===== src/rtl/intflag_params.svh =====
/*
 Offsets, field positions, masks and reset values of the interrupt flag bank.
 Assumes an 8-bit register port with a 4-bit word address.
*/
`ifndef INTFLAG_PARAMS_SVH
`define INTFLAG_PARAMS_SVH

// --------------------------------------------------------------------
// Register map
// --------------------------------------------------------------------
`define ADDR_W 4
`define OFS_GLOBAL_CTRL 4'h0
`define OFS_REQ_BASE 4'h1
`define OFS_EN_BASE 4'h6
`define NUM_BANKS 5

// --------------------------------------------------------------------
// Field positions
// --------------------------------------------------------------------
`define BIT_GIE 7
`define BIT_PERIPHERAL_INTERRUPT_ENABLE 6
`define BIT_EDGE 0
`define BIT_EXT_INT 0
`define BIT_WG2 7
`define BIT_WG1 6
`define BIT_T5_GATE 5
`define BIT_T5_OVF 4

// --------------------------------------------------------------------
// Implemented bits and reset values
// --------------------------------------------------------------------
`define MASK_GLOBAL_CTRL 8'hc1
`define MASK_BANK0 8'h31
`define MASK_FULL 8'hff
`define RST_GLOBAL_CTRL 8'h00
`define RST_FLAGS 8'h00
`define RST_ENABLE 8'h00

`endif


===== src/rtl/intflag_pkg.sv =====
/*
 Types shared by the interrupt flag bank.
 Assumes intflag_params.svh is on the include path.
*/
`include "intflag_params.svh"

package intflag_pkg;

    typedef enum logic [1:0] {CCP_OFF, CCP_CAPTURE, CCP_COMPARE, CCP_PWM} ccp_mode_type;

    typedef struct packed {
        ccp_mode_type mode;
        logic capture;
        logic match;
        logic pwm_out;
    } ccp_event_type;

    typedef struct packed {
        logic [`ADDR_W-1:0] addr;
        logic [7:0] wdata;
        logic wr;
        logic rd;
    } reg_req_type;

    typedef struct packed {
        logic [7:0] ctrl;
        logic [`NUM_BANKS-1:0][7:0] req;
        logic [`NUM_BANKS-1:0][7:0] en;
        logic [2:0] pin_sync;
        logic pin_lvl;
        logic [1:0] wg_prev;
        logic gate_prev;
        logic [3:0] pwm_prev;
        logic [7:0] rd_data;
        logic irq;
    } state_type;

endpackage


===== src/rtl/peripheral_interrupt_flag_bank.sv =====
/*
 Peripheral interrupt flag bank: global control, five request banks and five
 enable banks, with event detection for bank 4 and the external pin.
 Assumes event inputs come from logic on REF_CLK, except EXT_INT_PIN which is
 asynchronous. Register port answers reads one cycle later and never stalls.
*/
// The placing of the registers and strobed register access were chosen for this implementation.
// Functional notes
// - Bank 4 flags read/write, hardware set, reset 0
// - Generator 2 shutdown sets bit 7
// - Generator 1 shutdown sets bit 6
// - Timer 5 gate closing sets bit 5
// - Timer 5 overflow sets bit 4, held
// - Capture event sets unit flag, held
// - Compare match sets unit flag, held
// - PWM trailing edge sets unit flag
// - Flags set regardless of any enable
// - Enable banks mirror request bank layout
// - Unimplemented bits ignore writes, read zero
`timescale 1ns/1ps
`default_nettype none
`include "intflag_params.svh"

module peripheral_interrupt_flag_bank (
    input wire logic REF_CLK,
    input wire logic RST_N,
    input wire intflag_pkg::reg_req_type BUS,
    output logic [7:0] RD_DATA,
    input wire logic [3:0][7:0] EVT_REQ,
    input wire logic EXT_INT_PIN,
    input wire logic [1:0] WG_SHUTDOWN,
    input wire logic T5_GATE,
    input wire logic T5_OVERFLOW,
    input wire intflag_pkg::ccp_event_type [3:0] CCP,
    output logic IRQ
);
    import intflag_pkg::*;

    // --------------------------------------------------------------------
    // Reset release
    // --------------------------------------------------------------------
    logic [1:0] rst_pipe_r;
    logic rst_n_sync;

    always_ff @(posedge REF_CLK or negedge RST_N) begin
        if (!RST_N) begin
            rst_pipe_r <= 2'b00;
        end else begin
            rst_pipe_r <= {rst_pipe_r[0], 1'b1};
        end
    end
    assign rst_n_sync = rst_pipe_r[1];

    // --------------------------------------------------------------------
    // Helpers
    // --------------------------------------------------------------------
    // implemented bit masks
    function automatic logic [7:0] bank_mask(input int idx);
        if (idx == 0) begin
            return `MASK_BANK0;
        end
        return `MASK_FULL;
    endfunction

    function automatic logic [7:0] read_mux(input state_type st, input logic [`ADDR_W-1:0] a);
        logic [7:0] v;
        v = 8'h00;
        if (a == `OFS_GLOBAL_CTRL) begin
            v = st.ctrl;
        end
        for (int i = 0; i < `NUM_BANKS; i++) begin
            if (a == `ADDR_W'(`OFS_REQ_BASE + i)) begin
                v = st.req[i];
            end
            if (a == `ADDR_W'(`OFS_EN_BASE + i)) begin
                v = st.en[i];
            end
        end
        return v;
    endfunction

    function automatic logic irq_of(input state_type st);
        logic core_hit;
        logic periph_hit;
        core_hit = |(st.req[0] & st.en[0]);
        periph_hit = 1'b0;
        for (int i = 1; i < `NUM_BANKS; i++) begin
            periph_hit = periph_hit | (|(st.req[i] & st.en[i]));
        end
        return st.ctrl[`BIT_GIE] & (core_hit | (st.ctrl[`BIT_PERIPHERAL_INTERRUPT_ENABLE] & periph_hit));
    endfunction

    // --------------------------------------------------------------------
    // Next state
    // --------------------------------------------------------------------
    state_type s_r;
    state_type s_nxt;
    logic [`NUM_BANKS-1:0][7:0] set_v;
    logic pin_stable;
    logic ext_edge;

    always_comb begin
        s_nxt = s_r;
        set_v = '0;
        s_nxt.pin_sync = {s_r.pin_sync[1:0], EXT_INT_PIN};
        // Level accepted only once second and third stage agree
        pin_stable = (s_r.pin_sync[1] == s_r.pin_sync[2]);
        ext_edge = pin_stable && (s_r.pin_sync[2] != s_r.pin_lvl) &&
            (s_r.pin_sync[2] == s_r.ctrl[`BIT_EDGE]);
        if (pin_stable) begin
            s_nxt.pin_lvl = s_r.pin_sync[2];
        end
        set_v[0] = EVT_REQ[0] & `MASK_BANK0;
        set_v[0][`BIT_EXT_INT] = set_v[0][`BIT_EXT_INT] | ext_edge;
        for (int i = 1; i < 4; i++) begin
            set_v[i] = EVT_REQ[i];
        end
        set_v[4][`BIT_WG2] = WG_SHUTDOWN[1] & ~s_r.wg_prev[1];
        set_v[4][`BIT_WG1] = WG_SHUTDOWN[0] & ~s_r.wg_prev[0];
        set_v[4][`BIT_T5_GATE] = s_r.gate_prev & ~T5_GATE;
        set_v[4][`BIT_T5_OVF] = T5_OVERFLOW;
        for (int i = 0; i < 4; i++) begin
            case (CCP[i].mode)
                CCP_CAPTURE: begin
                    set_v[4][i] = CCP[i].capture;
                end
                CCP_COMPARE: begin
                    set_v[4][i] = CCP[i].match;
                end
                CCP_PWM: begin
                    set_v[4][i] = s_r.pwm_prev[i] & ~CCP[i].pwm_out;
                end
                default: begin
                    set_v[4][i] = 1'b0;
                end
            endcase
            s_nxt.pwm_prev[i] = CCP[i].pwm_out;
        end
        s_nxt.wg_prev = WG_SHUTDOWN;
        s_nxt.gate_prev = T5_GATE;
        if (BUS.wr) begin
            if (BUS.addr == `OFS_GLOBAL_CTRL) begin
                s_nxt.ctrl = BUS.wdata & `MASK_GLOBAL_CTRL;
            end
            for (int i = 0; i < `NUM_BANKS; i++) begin
                if (BUS.addr == `ADDR_W'(`OFS_REQ_BASE + i)) begin
                    s_nxt.req[i] = BUS.wdata & bank_mask(i);
                end
                // enable bank i matches request bank i
                if (BUS.addr == `ADDR_W'(`OFS_EN_BASE + i)) begin
                    s_nxt.en[i] = BUS.wdata & bank_mask(i);
                end
            end
        end
        // hardware set beats a same-cycle software clear
        for (int i = 0; i < `NUM_BANKS; i++) begin
            s_nxt.req[i] = s_nxt.req[i] | set_v[i];
        end
        s_nxt.rd_data = BUS.rd ? read_mux(s_r, BUS.addr) : 8'h00;
        s_nxt.irq = irq_of(s_nxt);
    end

    always_ff @(posedge REF_CLK or negedge rst_n_sync) begin
        if (!rst_n_sync) begin
            s_r <= '0;
            s_r.ctrl <= `RST_GLOBAL_CTRL;
            s_r.req <= {`NUM_BANKS{`RST_FLAGS}};
            s_r.en <= {`NUM_BANKS{`RST_ENABLE}};
        end else begin
            s_r <= s_nxt;
        end
    end

    assign RD_DATA = s_r.rd_data;
    assign IRQ = s_r.irq;

    logic wr_req4;
    assign wr_req4 = BUS.wr && (BUS.addr == `ADDR_W'(`OFS_REQ_BASE + 4));
endmodule
`default_nettype wire


===== config.mk =====
export PLATFORM = sky130hd
export DESIGN_NAME = peripheral_interrupt_flag_bank
export DESIGN_NICKNAME = d
export VERILOG_FILES = /design/src/rtl/intflag_pkg.sv /design/src/rtl/peripheral_interrupt_flag_bank.sv
export VERILOG_INCLUDE_DIRS = /design/src /design/src/rtl
export SDC_FILE = /design/constraint.sdc
export NUM_CORES = 1
export LEC_CHECK = 0
export BUFFER_PORTS_ARGS = -buffer_cell sky130_fd_sc_hd__buf_2
export CAP_MARGIN = 20
export CORE_MARGIN = 1
export CORE_UTILIZATION = 28
export CTS_CLUSTER_DIAMETER = 50
export DETAILED_ROUTE_END_ITERATION = 10
export PLACE_DENSITY = 0.48
export SETUP_SLACK_MARGIN = 0.4
export SLEW_MARGIN = 20
export SYNTH_ARGS = -nofsm -noshare
export SYNTH_HDL_FRONTEND = slang
export SYNTH_SLANG_ARGS = --single-unit

===== constraint.sdc =====
create_clock -name REF_CLK -period 8.2 [get_ports REF_CLK]
set_clock_uncertainty 0.2 [all_clocks]
set_input_delay 1.64 -clock REF_CLK [delete_from_list [all_inputs] [get_ports REF_CLK]]
set_output_delay 1.64 -clock REF_CLK [all_outputs]
set_load 0.05 [all_outputs]

==> impl_metrics.csv, run 1 <==
group,metric,value,unit
status,status,"finished, final reports clean",
global_route,grt_max_degree,69,
floorplan,die_area,0.0202,sq mm
yosys,synth_ff_type,"dfrtp_1",
worst_setup_path,arrival,5090,ps
clock_network,h-tree-depth,3,
yosys,synth_seq_cells,105,
worst_setup_path,r2r_cells,5,
floorplan,initial_core_util,29.0,%
floorplan,core,0.0190,sq mm
yosys,synth_warnings,0,
worst_setup_path,critPathTopFamily,"simple AND/OR/NAND/NOR gates",
drt,antenna_left,0,
worst_setup_path,r2r-end,"IRQ",
global_route,grt.overflow.total,0,
drt,post-route-drc-count,0,
power_and_ir_drop,power.leakage,0.00274,uW
sta,setup_viol,0,
worst_setup_path,critical_path_class,"input port to flop",
worst_setup_path,worstPathMaxFanout,32,
yosys,synth_edf_count,0,
sta,slew_viol_final,0,
sta,finalWorstSetupSlack,3150,ps
global_route,grt_pass1_wl,28500,um
clock_network,clkSinkCount,105,
worst_setup_path,startpoint_type,"input port",
yosys,synth_area_leaders,"dfrtp_1 48%, nand2_1 7.6%, mux2_2 5.3%",
sta,finalHoldViolCount,0,
power_and_ir_drop,powerDensity,205,mW/mm^2
drt,vias,4793,
sta,worst-slew-pin-transition,893,ps
global_route,grt_pass1_vias,4687,
placement,gp_congestion,0.874,
placement,dp_hpwl,13500,um
power_and_ir_drop,vdd_drop_max,0.0883,mV
layout,n_antenna_cell,0,
global_route,grt_usage,19.1,%
sta,rsz0062_at_grt,"false",
clock_network,cts_tree,"done",
yosys,synthesis.area,0.00550,sq mm
clock_network,clkLatencyLatePin,360,ps
yosys,synth.largest_area_cell,"dfrtp_1",
sta,slew_headroom,40.5,%
clock_network,cts_buffer_depth,2,
layout,area_delta_synth_final,15.4,%
worst_setup_path,cp.depth,8,
sta,max_freq,0.198,GHz
drt,routedWlPerCell,20.6,um
floorplan,num_rows,50,
worst_setup_path,setup.worst_path.end,"IRQ",
global_route,antenna_found_initial,1,
yosys,synth_top_area_share,47.8,%
flow_run,cap_violations,0,
clock_network,cts_resized,0,
worst_setup_path,crit_buf_inv,1,
floorplan,ios,82,
sta,finalCriticalPeriod,5050,ps
clock_network,cts_hold_buf,0,
drt,wirelength,18500,um
yosys,syn-mean-instance-area,9.47,sq um
sta,timing.final.crit_share,61.6,%
drt,viasPerCell,5.34,
worst_setup_path,r2r_setup_slack,5780,ps
worst_setup_path,slowest_stage,"and2_1",
placement,dp_slack,2850,ps
sta,setup_tns,0,ps
hold_path,hold_class,"flop to async pin",
layout,nets,705,
yosys,syn_nets,654,
clock_network,cts-root-buf,"clkbuf_16",
worst_setup_path,max_stage_delay,710,ps
worst_setup_path,crit_required,8240,ps
worst_setup_path,r2r-start,"s_r[83]",
floorplan,die_x,142,um
worst_setup_path,cp_cell_sequence,"buf_2 -> and2_1 -> nand3_1 -> a21oi_1 -> o22ai_1 -> or4_1 -> o41a_1 -> o21a_1",
yosys,async_flop_share,100,%
worst_setup_path,end_kind,"flop",
floorplan,die_h,142,um
clock_network,numCtsBuffers,9,
yosys,netlist_instances,581,
worst_setup_path,critical_path.startpoint,"BUS[11]",
layout,drive_gt1_share,20.7,%
clock_network,cts_setup_buffers,0,
yosys,ys_seq_area_share,47.8,%
clock_network,clk_pin_slew,80,ps
yosys,ys_types,55,
drt,firstDrtPassIters,7,
placement,io_buffers,76,
drt,drtIter0Drc,426,
area by class of cell:
cell class	instances	area, sq um
sequential	105	2630
tap	260	325
clock inverter	7	77.6
inverter	13	48.8
clock buffer	9	225
timing repair buffer	83	433
multi-input combinational	420	2610
fill	2011	12600
cells by family (layout without fill, tap and decap cells):
family	count (synthesis)	count (layout)	synth area share, %
compound gates	136	136	16.9
simple gates	249	249	23.5
other cells	1	1	0.0682
fa+ha+maj	1	1	0.182
buf+inv	56	112	4.80
mux	33	33	6.82
flops	105	105	47.8
power breakdown:
group	internal, uW	switching [uW]	total, uW
combinational	94.6	141	235
sequential	573	44.3	617
clock	240	210	451
through the flow:
step	total power, uW	util [%]	hold slack (ps)	instance area (sq um)	std cells
after detailed placement	861	31.9	116	6050	881
after floorplan	771	-	131	5500	581
after CTS	1310	33.5	124	6350	897
after global placement	856	31.9	111	6050	881
after global routing	1370	33.5	146	6350	897
final	1300	33.5	98.1	6350	897
routing by layer:
layer,global-route usage [%],share of wire (%)
met5,0,0.054
met4,6.23,1.8
met3,3.43,6.0
met2,28.7,45
met1,27.5,47
cells in the final DEF (no fill, tap or decap), drive strengths merged, types with 11 or more instances in the layout:
cell type / n
mux2: 26
a22oi: 15
and2: 12
nor2: 16
nand2: 112
dfrtp: 105
nor3: 15
inv: 15
o32ai: 16
buf: 83
and3: 11
nand3b: 31
o21ai: 21
a21oi: 34
sequential cells by signal (all words and copies together) (netlist names):
name,flops
s_nxt,2
rst_pipe_r,2
RD_DATA,8
IRQ,1
s_r,92
synth_stat cells, drive strengths merged, types with 6 or more instances:
cell / count
inv: 13
nand3b: 31
nand3: 9
o22ai: 9
o32ai: 16
mux2: 26
o21ai: 21
and3: 11
dfrtp: 105
mux2i: 6
a31oi: 9
nor2b: 9
a21oi: 34
a22oi: 15
buf: 26
a211o: 6
and2: 12
nor2: 16
nor3: 15
or3: 8
clkbuf: 17
nand4: 7
nand2: 112
worst min-delay path by stage:
| stage | start | end | cells after the start |
|---|---|---|---|
| after floorplan | rst_pipe_r[0] | rst_pipe_r[1] | 0 |
| after global placement | rst_pipe_r[1] | s_r[9] | 0 |
| after detailed placement | rst_pipe_r[1] | s_r[9] | 0 |
| after CTS | rst_pipe_r[1] | s_r[9] | 0 |
| after global routing | rst_pipe_r[1] | s_r[9] | 0 |
| final | rst_pipe_r[1] | RD_DATA[2] | 0 |
worst register-to-register path: stages (launching register included):
cell and delay (ps):
dfrtp_1 450, o32ai_1 290, o22ai_1 160, or4_1 580, o41a_1 430, o21a_1 190
Power figures use the tool's default switching activity.
==> run 2: changes to the inputs <==
--- a/config.mk
+++ b/config.mk
@@ -12,7 +12,7 @@
 export CORE_UTILIZATION = 28
 export CTS_CLUSTER_DIAMETER = 50
 export DETAILED_ROUTE_END_ITERATION = 10
-export PLACE_DENSITY = 0.48
+export PLACE_DENSITY = 0.5
 export SETUP_SLACK_MARGIN = 0.4
 export SLEW_MARGIN = 20
 export SYNTH_ARGS = -nofsm -noshare
==> constraint.sdc (replaced) <==
create_clock -name REF_CLK -period 4.65 [get_ports REF_CLK]
set_clock_uncertainty 0.2 [all_clocks]
set_input_delay 0.93 -clock REF_CLK [delete_from_list [all_inputs] [get_ports REF_CLK]]
set_output_delay 0.93 -clock REF_CLK [all_outputs]
set_load 0.05 [all_outputs]
==> impl_metrics.csv, run 2 (synthesis gave the netlist of run 1 again) <==
group,metric,value,unit
status,status,"finished, final reports clean",
clock_network,cts_hold_buf,0,
placement,placed_area,0.00612,sq mm
power_and_ir_drop,vdd_drop_max,0.137,mV
worst_setup_path,arrival,3700,ps
power_and_ir_drop,seq_power_share,48.8,%
floorplan,initial_core_util,29.0,%
layout,instances_no_fill,907,
placement,gp_congestion,0.867,
layout,multiInputGateArea,0.00261,sq mm
flow_run,cap_violations,0,
drt,viasPerCell,5.37,
worst_setup_path,cp_cell_sequence,"buf_2 -> and2_1 -> buf_4 -> nand3_1 -> a21oi_1 -> o22ai_1 -> or4_1 -> o41a_1 -> o21a_1",
power_and_ir_drop,cell_internal_pwr,1560,uW
worst_setup_path,critical_path_class,"input port to flop",
global_route,grt_max_degree,69,
global_route,grt_pass1_wl,28000,um
power_and_ir_drop,powerDensity,350,mW/mm^2
power_and_ir_drop,netSwitchingFraction,30.2,%
layout,stdcell_area,0.00640,sq mm
drt,antenna_left,0,
global_route,grt_usage,18.6,%
placement,io_buffers,76,
floorplan,core,0.0190,sq mm
sta,rsz0062_at_grt,"false",
worst_setup_path,worstPathMaxFanout,19,
sta,worst-slew-pin-transition,906,ps
sta,timing.final.crit_share,78.7,%
hold_path,hold_class,"input port to async pin",
clock_network,numCtsBuffers,9,
floorplan,ios,82,
worst_setup_path,startpoint_type,"input port",
worst_setup_path,max_stage_delay,560,ps
power_and_ir_drop,p_comb_share,18.3,%
worst_setup_path,end_kind,"flop",
drt,routedWlPerCell,20.1,um
sta,finalHoldViolCount,0,
layout,largest-register,"s_r",
global_route,grt.overflow.total,0,
clock_network,cts-root-buf,"clkbuf_16",
layout,nets,715,
floorplan,die_x,142,um
clock_network,clkSinkCount,105,
power_and_ir_drop,clkPwrFrac,32.8,%
clock_network,cts_buffer_depth,2,
sta,finalCriticalPeriod,3660,ps
layout,largest_reg_flops,92,
global_route,antenna_found_initial,0,
layout,final_cell_mix,"111 x nand2_1, 104 x dfrtp_1, 76 x buf_2",
layout,fill_cells,1958,
layout,area_delta_synth_final,16.3,%
clock_network,h-tree-depth,3,
power_and_ir_drop,power.leakage,0.00277,uW
floorplan,num_rows,50,
global_route,grt_pass1_vias,4769,
clock_network,clk_pin_slew,70,ps
placement,placedCellCount,891,
drt,wirelength,18200,um
floorplan,die_h,142,um
clock_network,cts_setup_buffers,0,
drt,post-route-drc-count,0,
sta,slew_headroom,39.6,%
layout,layout_commonest_cell,"nand2_1",
layout,drive_gt1_share,21.5,%
layout,n_antenna_cell,0,
sta,slew_viol_final,0,
worst_setup_path,crit_required,4690,ps
layout,ff_latch_area,0.00263,sq mm
clock_network,cts_resized,0,
clock_network,clkLatencyLatePin,360,ps
sta,setup_viol,0,
power_and_ir_drop,switchingPower,676,uW
placement,dp_hpwl,13600,um
drt,vias,4869,
sta,setup_tns,0,ps
sta,max_freq,0.273,GHz
drt,firstDrtPassIters,6,
worst_setup_path,slowest_stage,"or4_1",
sta,holdWs,137,ps
floorplan,die_area,0.0202,sq mm
drt,drtIter0Drc,443,
power_and_ir_drop,finalPower,2240,uW
clock_network,cts_tree,"done",
run 2: worst paths after layout:
check	slack (ps)	start	cells past startpoint	to
setup / recovery	990	BUS[11]	9	IRQ
min in group REF_CLK	150	s_nxt[18]	0	s_nxt[19]
max in group asynchronous	2970	rst_pipe_r[1]	1	s_r[97]
hold reg to reg	150	s_nxt[18]	0	s_nxt[19]
hold / removal	140	RST_N	1	rst_pipe_r[1]
setup reg to reg	2200	s_r[83]	5	IRQ
run 2: cell type report:
cell class	instances	area share, %
clock inverters	3	0.411
flip-flops and latches	105	41.1
well taps	260	5.08
inverters	13	0.762
clock buffers	13	3.91
multi-input cells	420	40.8
repair buffers	93	7.94
run 2: per-stage QoR:
step	worst slack, ps	utilization [%]
after floorplan	1310	-
after global routing	831	33.8
after global placement	680	32.3
final	992	33.8
after CTS	1040	33.8
after detailed placement	666	32.3
run 2: routing by layer:
layer | vias to the layer above | share of wire (%) | GRT usage, %
met4 | 0 | 1.5 | 6.68
met2 | 174 | 47 | 28.9
li1 | 2227 | - | -
met1 | 2450 | 44 | 25.9
met5 | - | 0 | 0
met3 | 18 | 7.4 | 3.26
run 2: critical path, delay by kind of cell:
family / cells / cell delay [ps]
simple gates: 3 / 1280
compound gates: 4 / 1020
buf+inv: 2 / 450
run 2: power by group through the flow:
stage | logic [uW] | clock network [uW] | registers, uW
floorplan | 268 | 0 | 1090
global placement | 404 | 0 | 1110
detailed placement | 410 | 0 | 1110
CTS | 411 | 754 | 1090
global route | 447 | 786 | 1110
finish | 411 | 735 | 1090
==> run 3: changes to the inputs <==
--- a/config.mk
+++ b/config.mk
@@ -6,13 +6,14 @@
 export SDC_FILE = /design/constraint.sdc
 export NUM_CORES = 1
 export LEC_CHECK = 0
+export ABC_AREA = 1
 export BUFFER_PORTS_ARGS = -buffer_cell sky130_fd_sc_hd__buf_2
 export CAP_MARGIN = 20
 export CORE_MARGIN = 1
 export CORE_UTILIZATION = 28
 export CTS_CLUSTER_DIAMETER = 50
 export DETAILED_ROUTE_END_ITERATION = 10
-export PLACE_DENSITY = 0.5
+export PLACE_DENSITY = 0.48
 export SETUP_SLACK_MARGIN = 0.4
 export SLEW_MARGIN = 20
 export SYNTH_ARGS = -nofsm -noshare
==> constraint.sdc (replaced) <==
create_clock -name REF_CLK -period 3.44 [get_ports REF_CLK]
set_clock_uncertainty 0.2 [all_clocks]
set_input_delay 0.688 -clock REF_CLK [delete_from_list [all_inputs] [get_ports REF_CLK]]
set_output_delay 0.688 -clock REF_CLK [all_outputs]
set_load 0.05 [all_outputs]
==> impl_metrics.csv, run 3 <==
group,metric,value,unit
sta,max_freq,0.393,GHz
sta,timing.final.crit_share,73.9,%
layout,layout_commonest_cell,"nand2_1",
status,status,"finished, final reports clean",
power_and_ir_drop,clkPwrFrac,35.8,%
layout,final_cell_mix,"277 x nand2_1, 104 x dfrtp_1, 76 x buf_2",
yosys,synthesis.area,0.00516,sq mm
sta,rsz0062_at_grt,"false",
power_and_ir_drop,power.leakage,0.00324,uW
drt,vias,4605,
global_route,grt_pass1_vias,4324,
worst_setup_path,slowest_stage,"nor2_2",
worst_setup_path,startpoint_type,"input port",
clock_network,cts_buffer_depth,2,
sta,worst-slew-pin-transition,721,ps
global_route,grt_pass1_wl,25500,um
clock_network,cts-root-buf,"clkbuf_16",
sta,finalHoldViolCount,0,
hold_path,hold_class,"flop to flop",
floorplan,die_area,0.0190,sq mm
yosys,ys_types,30,
worst_setup_path,r2r-end,"RD_DATA[7]",
yosys,synth_edf_count,0,
drt,wirelength,16600,um
power_and_ir_drop,p_comb_share,17.1,%
hold_path,worstHoldPathCells,0,
clock_network,h-tree-depth,3,
hold_path,whs_endpoint,"s_nxt[19]",
power_and_ir_drop,seq_power_share,47.1,%
floorplan,ios,82,
sta,slew_viol_final,0,
yosys,ys_top_cells_by_count,"277 x nand2_1, 105 x dfrtp_1, 62 x nand3_1",
global_route,grt_max_degree,53,
clock_network,clkSinkCount,105,
flow_run,cap_violations,0,
worst_setup_path,max_stage_delay,330,ps
layout,largest-register,"s_r",
yosys,synth_top_area_share,50.9,%
clock_network,numCtsBuffers,9,
clock_network,cts_resized,0,
floorplan,die_h,138,um
global_route,antenna_found_initial,0,
sta,finalCriticalPeriod,2540,ps
clock_network,cts_setup_buffers,0,
power_and_ir_drop,cell_internal_pwr,2130,uW
worst_setup_path,arrival,2570,ps
worst_setup_path,cp.depth,15,
yosys,ys_seq_area_share,50.9,%
drt,antenna_left,0,
placement,gp_congestion,0.832,
floorplan,core,0.0180,sq mm
global_route,grt.overflow.total,0,
yosys,synth_most_common_cell,"nand2_1",
layout,area_delta_synth_final,19.4,%
drt,post-route-drc-count,0,
yosys,syn-mean-instance-area,7.76,sq um
yosys,synth_area_leaders,"dfrtp_1 51%, nand2_1 20%, nand3_1 6.0%",
worst_setup_path,worstPathMaxFanout,10,
drt,firstDrtPassIters,7,
sta,setup_tns,0,ps
clock_network,cts_tree,"done",
worst_setup_path,crit_required,3460,ps
layout,utilization,34.2,%
worst_setup_path,critPathTopFamily,"simple AND/OR/NAND/NOR gates",
layout,drive_gt1_share,17.8,%
worst_setup_path,r2r_cells,8,
placement,dp_hpwl,12200,um
layout,nets,820,
placement,io_buffers,76,
drt,viasPerCell,4.70,
worst_setup_path,r2r_setup_slack,1670,ps
worst_setup_path,crit_buf_inv,2,
power_and_ir_drop,netSwitchingFraction,29.8,%
yosys,async_flop_share,100,%
clock_network,clkLatencyLatePin,360,ps
floorplan,num_rows,49,
clock_network,cts_hold_buf,1,
worst_setup_path,cpMostUsedCell,"nand2_1",
power_and_ir_drop,vdd_drop_max,0.243,mV
yosys,synth_ff_type,"dfrtp_1",
yosys,synth.largest_area_cell,"dfrtp_1",
worst_setup_path,critical_path_class,"input port to flop",
clock_network,clk_pin_slew,70,ps
power_and_ir_drop,powerDensity,492,mW/mm^2
yosys,synth_seq_cells,105,
worst_setup_path,end_kind,"flop",
layout,largest_reg_flops,92,
layout,n_antenna_cell,0,
power_and_ir_drop,switchingPower,904,uW
sta,slew_headroom,51.9,%
global_route,grt_usage,18.8,%
drt,drtIter0Drc,336,
floorplan,die_x,138,um
drt,routedWlPerCell,17.0,um
worst_setup_path,r2r-start,"s_r[27]",
floorplan,initial_core_util,28.6,%
yosys,syn_nets,738,
yosys,synth_warnings,0,
hold_path,worstHoldStart,"s_nxt[18]",
sta,setup_viol,0,
worst_setup_path,cp_cell_sequence,"buf_2 -> inv_1 -> nand2_1 -> nor2_2 -> nand2_2 -> nand2_1 -> nand2_1 -> nand2_1 -> nand2_1 -> nor2_1 -> nand2_1 -> nor2_1 -> nand2_1 -> nand2_1 -> a21oi_1",
yosys,netlist_instances,665,
## run 3: how the worst max path moves through the flow
stage / end / from / slack (ps)
after floorplan: IRQ / BUS[13] / 1210
after global placement: IRQ / BUS[13] / 530
after detailed placement: IRQ / BUS[13] / 530
after CTS: IRQ / BUS[13] / 900
after global routing: IRQ / BUS[13] / 710
final: IRQ / BUS[13] / 900
## run 3: per-layer routing
metal	global-route usage, %	vias to the layer above	share of wire [%]
met5	0	-	0
met4	5.13	0	1.5
met3	2.98	18	4.2
met2	28.1	112	44
met1	27.8	2185	51
li1	-	2290	-
## run 3: power by group through the flow
stage | logic, uW | registers [uW] | clock network (uW)
4_1_cts | 521 | 1430 | 1110
5_1_grt | 581 | 1440 | 1160
6_report | 519 | 1430 | 1090
2_1_floorplan | 321 | 1450 | 0
3_5_place_dp | 518 | 1450 | 0
3_3_place_gp | 516 | 1450 | 0
## run 3: cells by family after synthesis
kind of cell,share of synthesized area [%]
adder cells (fa/ha/maj),0.194
AND/OR/NAND/NOR,36.2
AO/OA/AOI/OAI,5.84
buffers and inverters,6.79
flip-flops,50.9
other,0.0727
## run 3: area by class of cell
cell class / count / area (sq um)
clock buffers: 11 / 253
flip-flops and latches: 105 / 2630
inverters: 58 / 218
repair buffers: 95 / 538
well taps: 229 / 287
multi-input cells: 478 / 2180
fillers: 1990 / 11900
clock inverters: 4 / 52.6
## run 3: stage by stage
step	instances	setup WS, ps	hold WS, ps	power, uW	instance area [sq um]
5_1_grt	980	709	160	3180	6160
3_3_place_gp	964	534	132	1970	5850
4_1_cts	980	898	153	3060	6160
3_5_place_dp	964	530	138	1970	5850
2_1_floorplan	665	1210	131	1770	5160
6_report	980	897	152	3030	6160
## run 3: worst register-to-register path: stages, from the launching register on
cell      delay [ps]
dfrtp_1          390
nand2_1           80
nand4_1          110
a21oi_1          230
nand2_1           80
a21oi_1          260
nand3_1          140
o21bai_1         150
inv_1             50
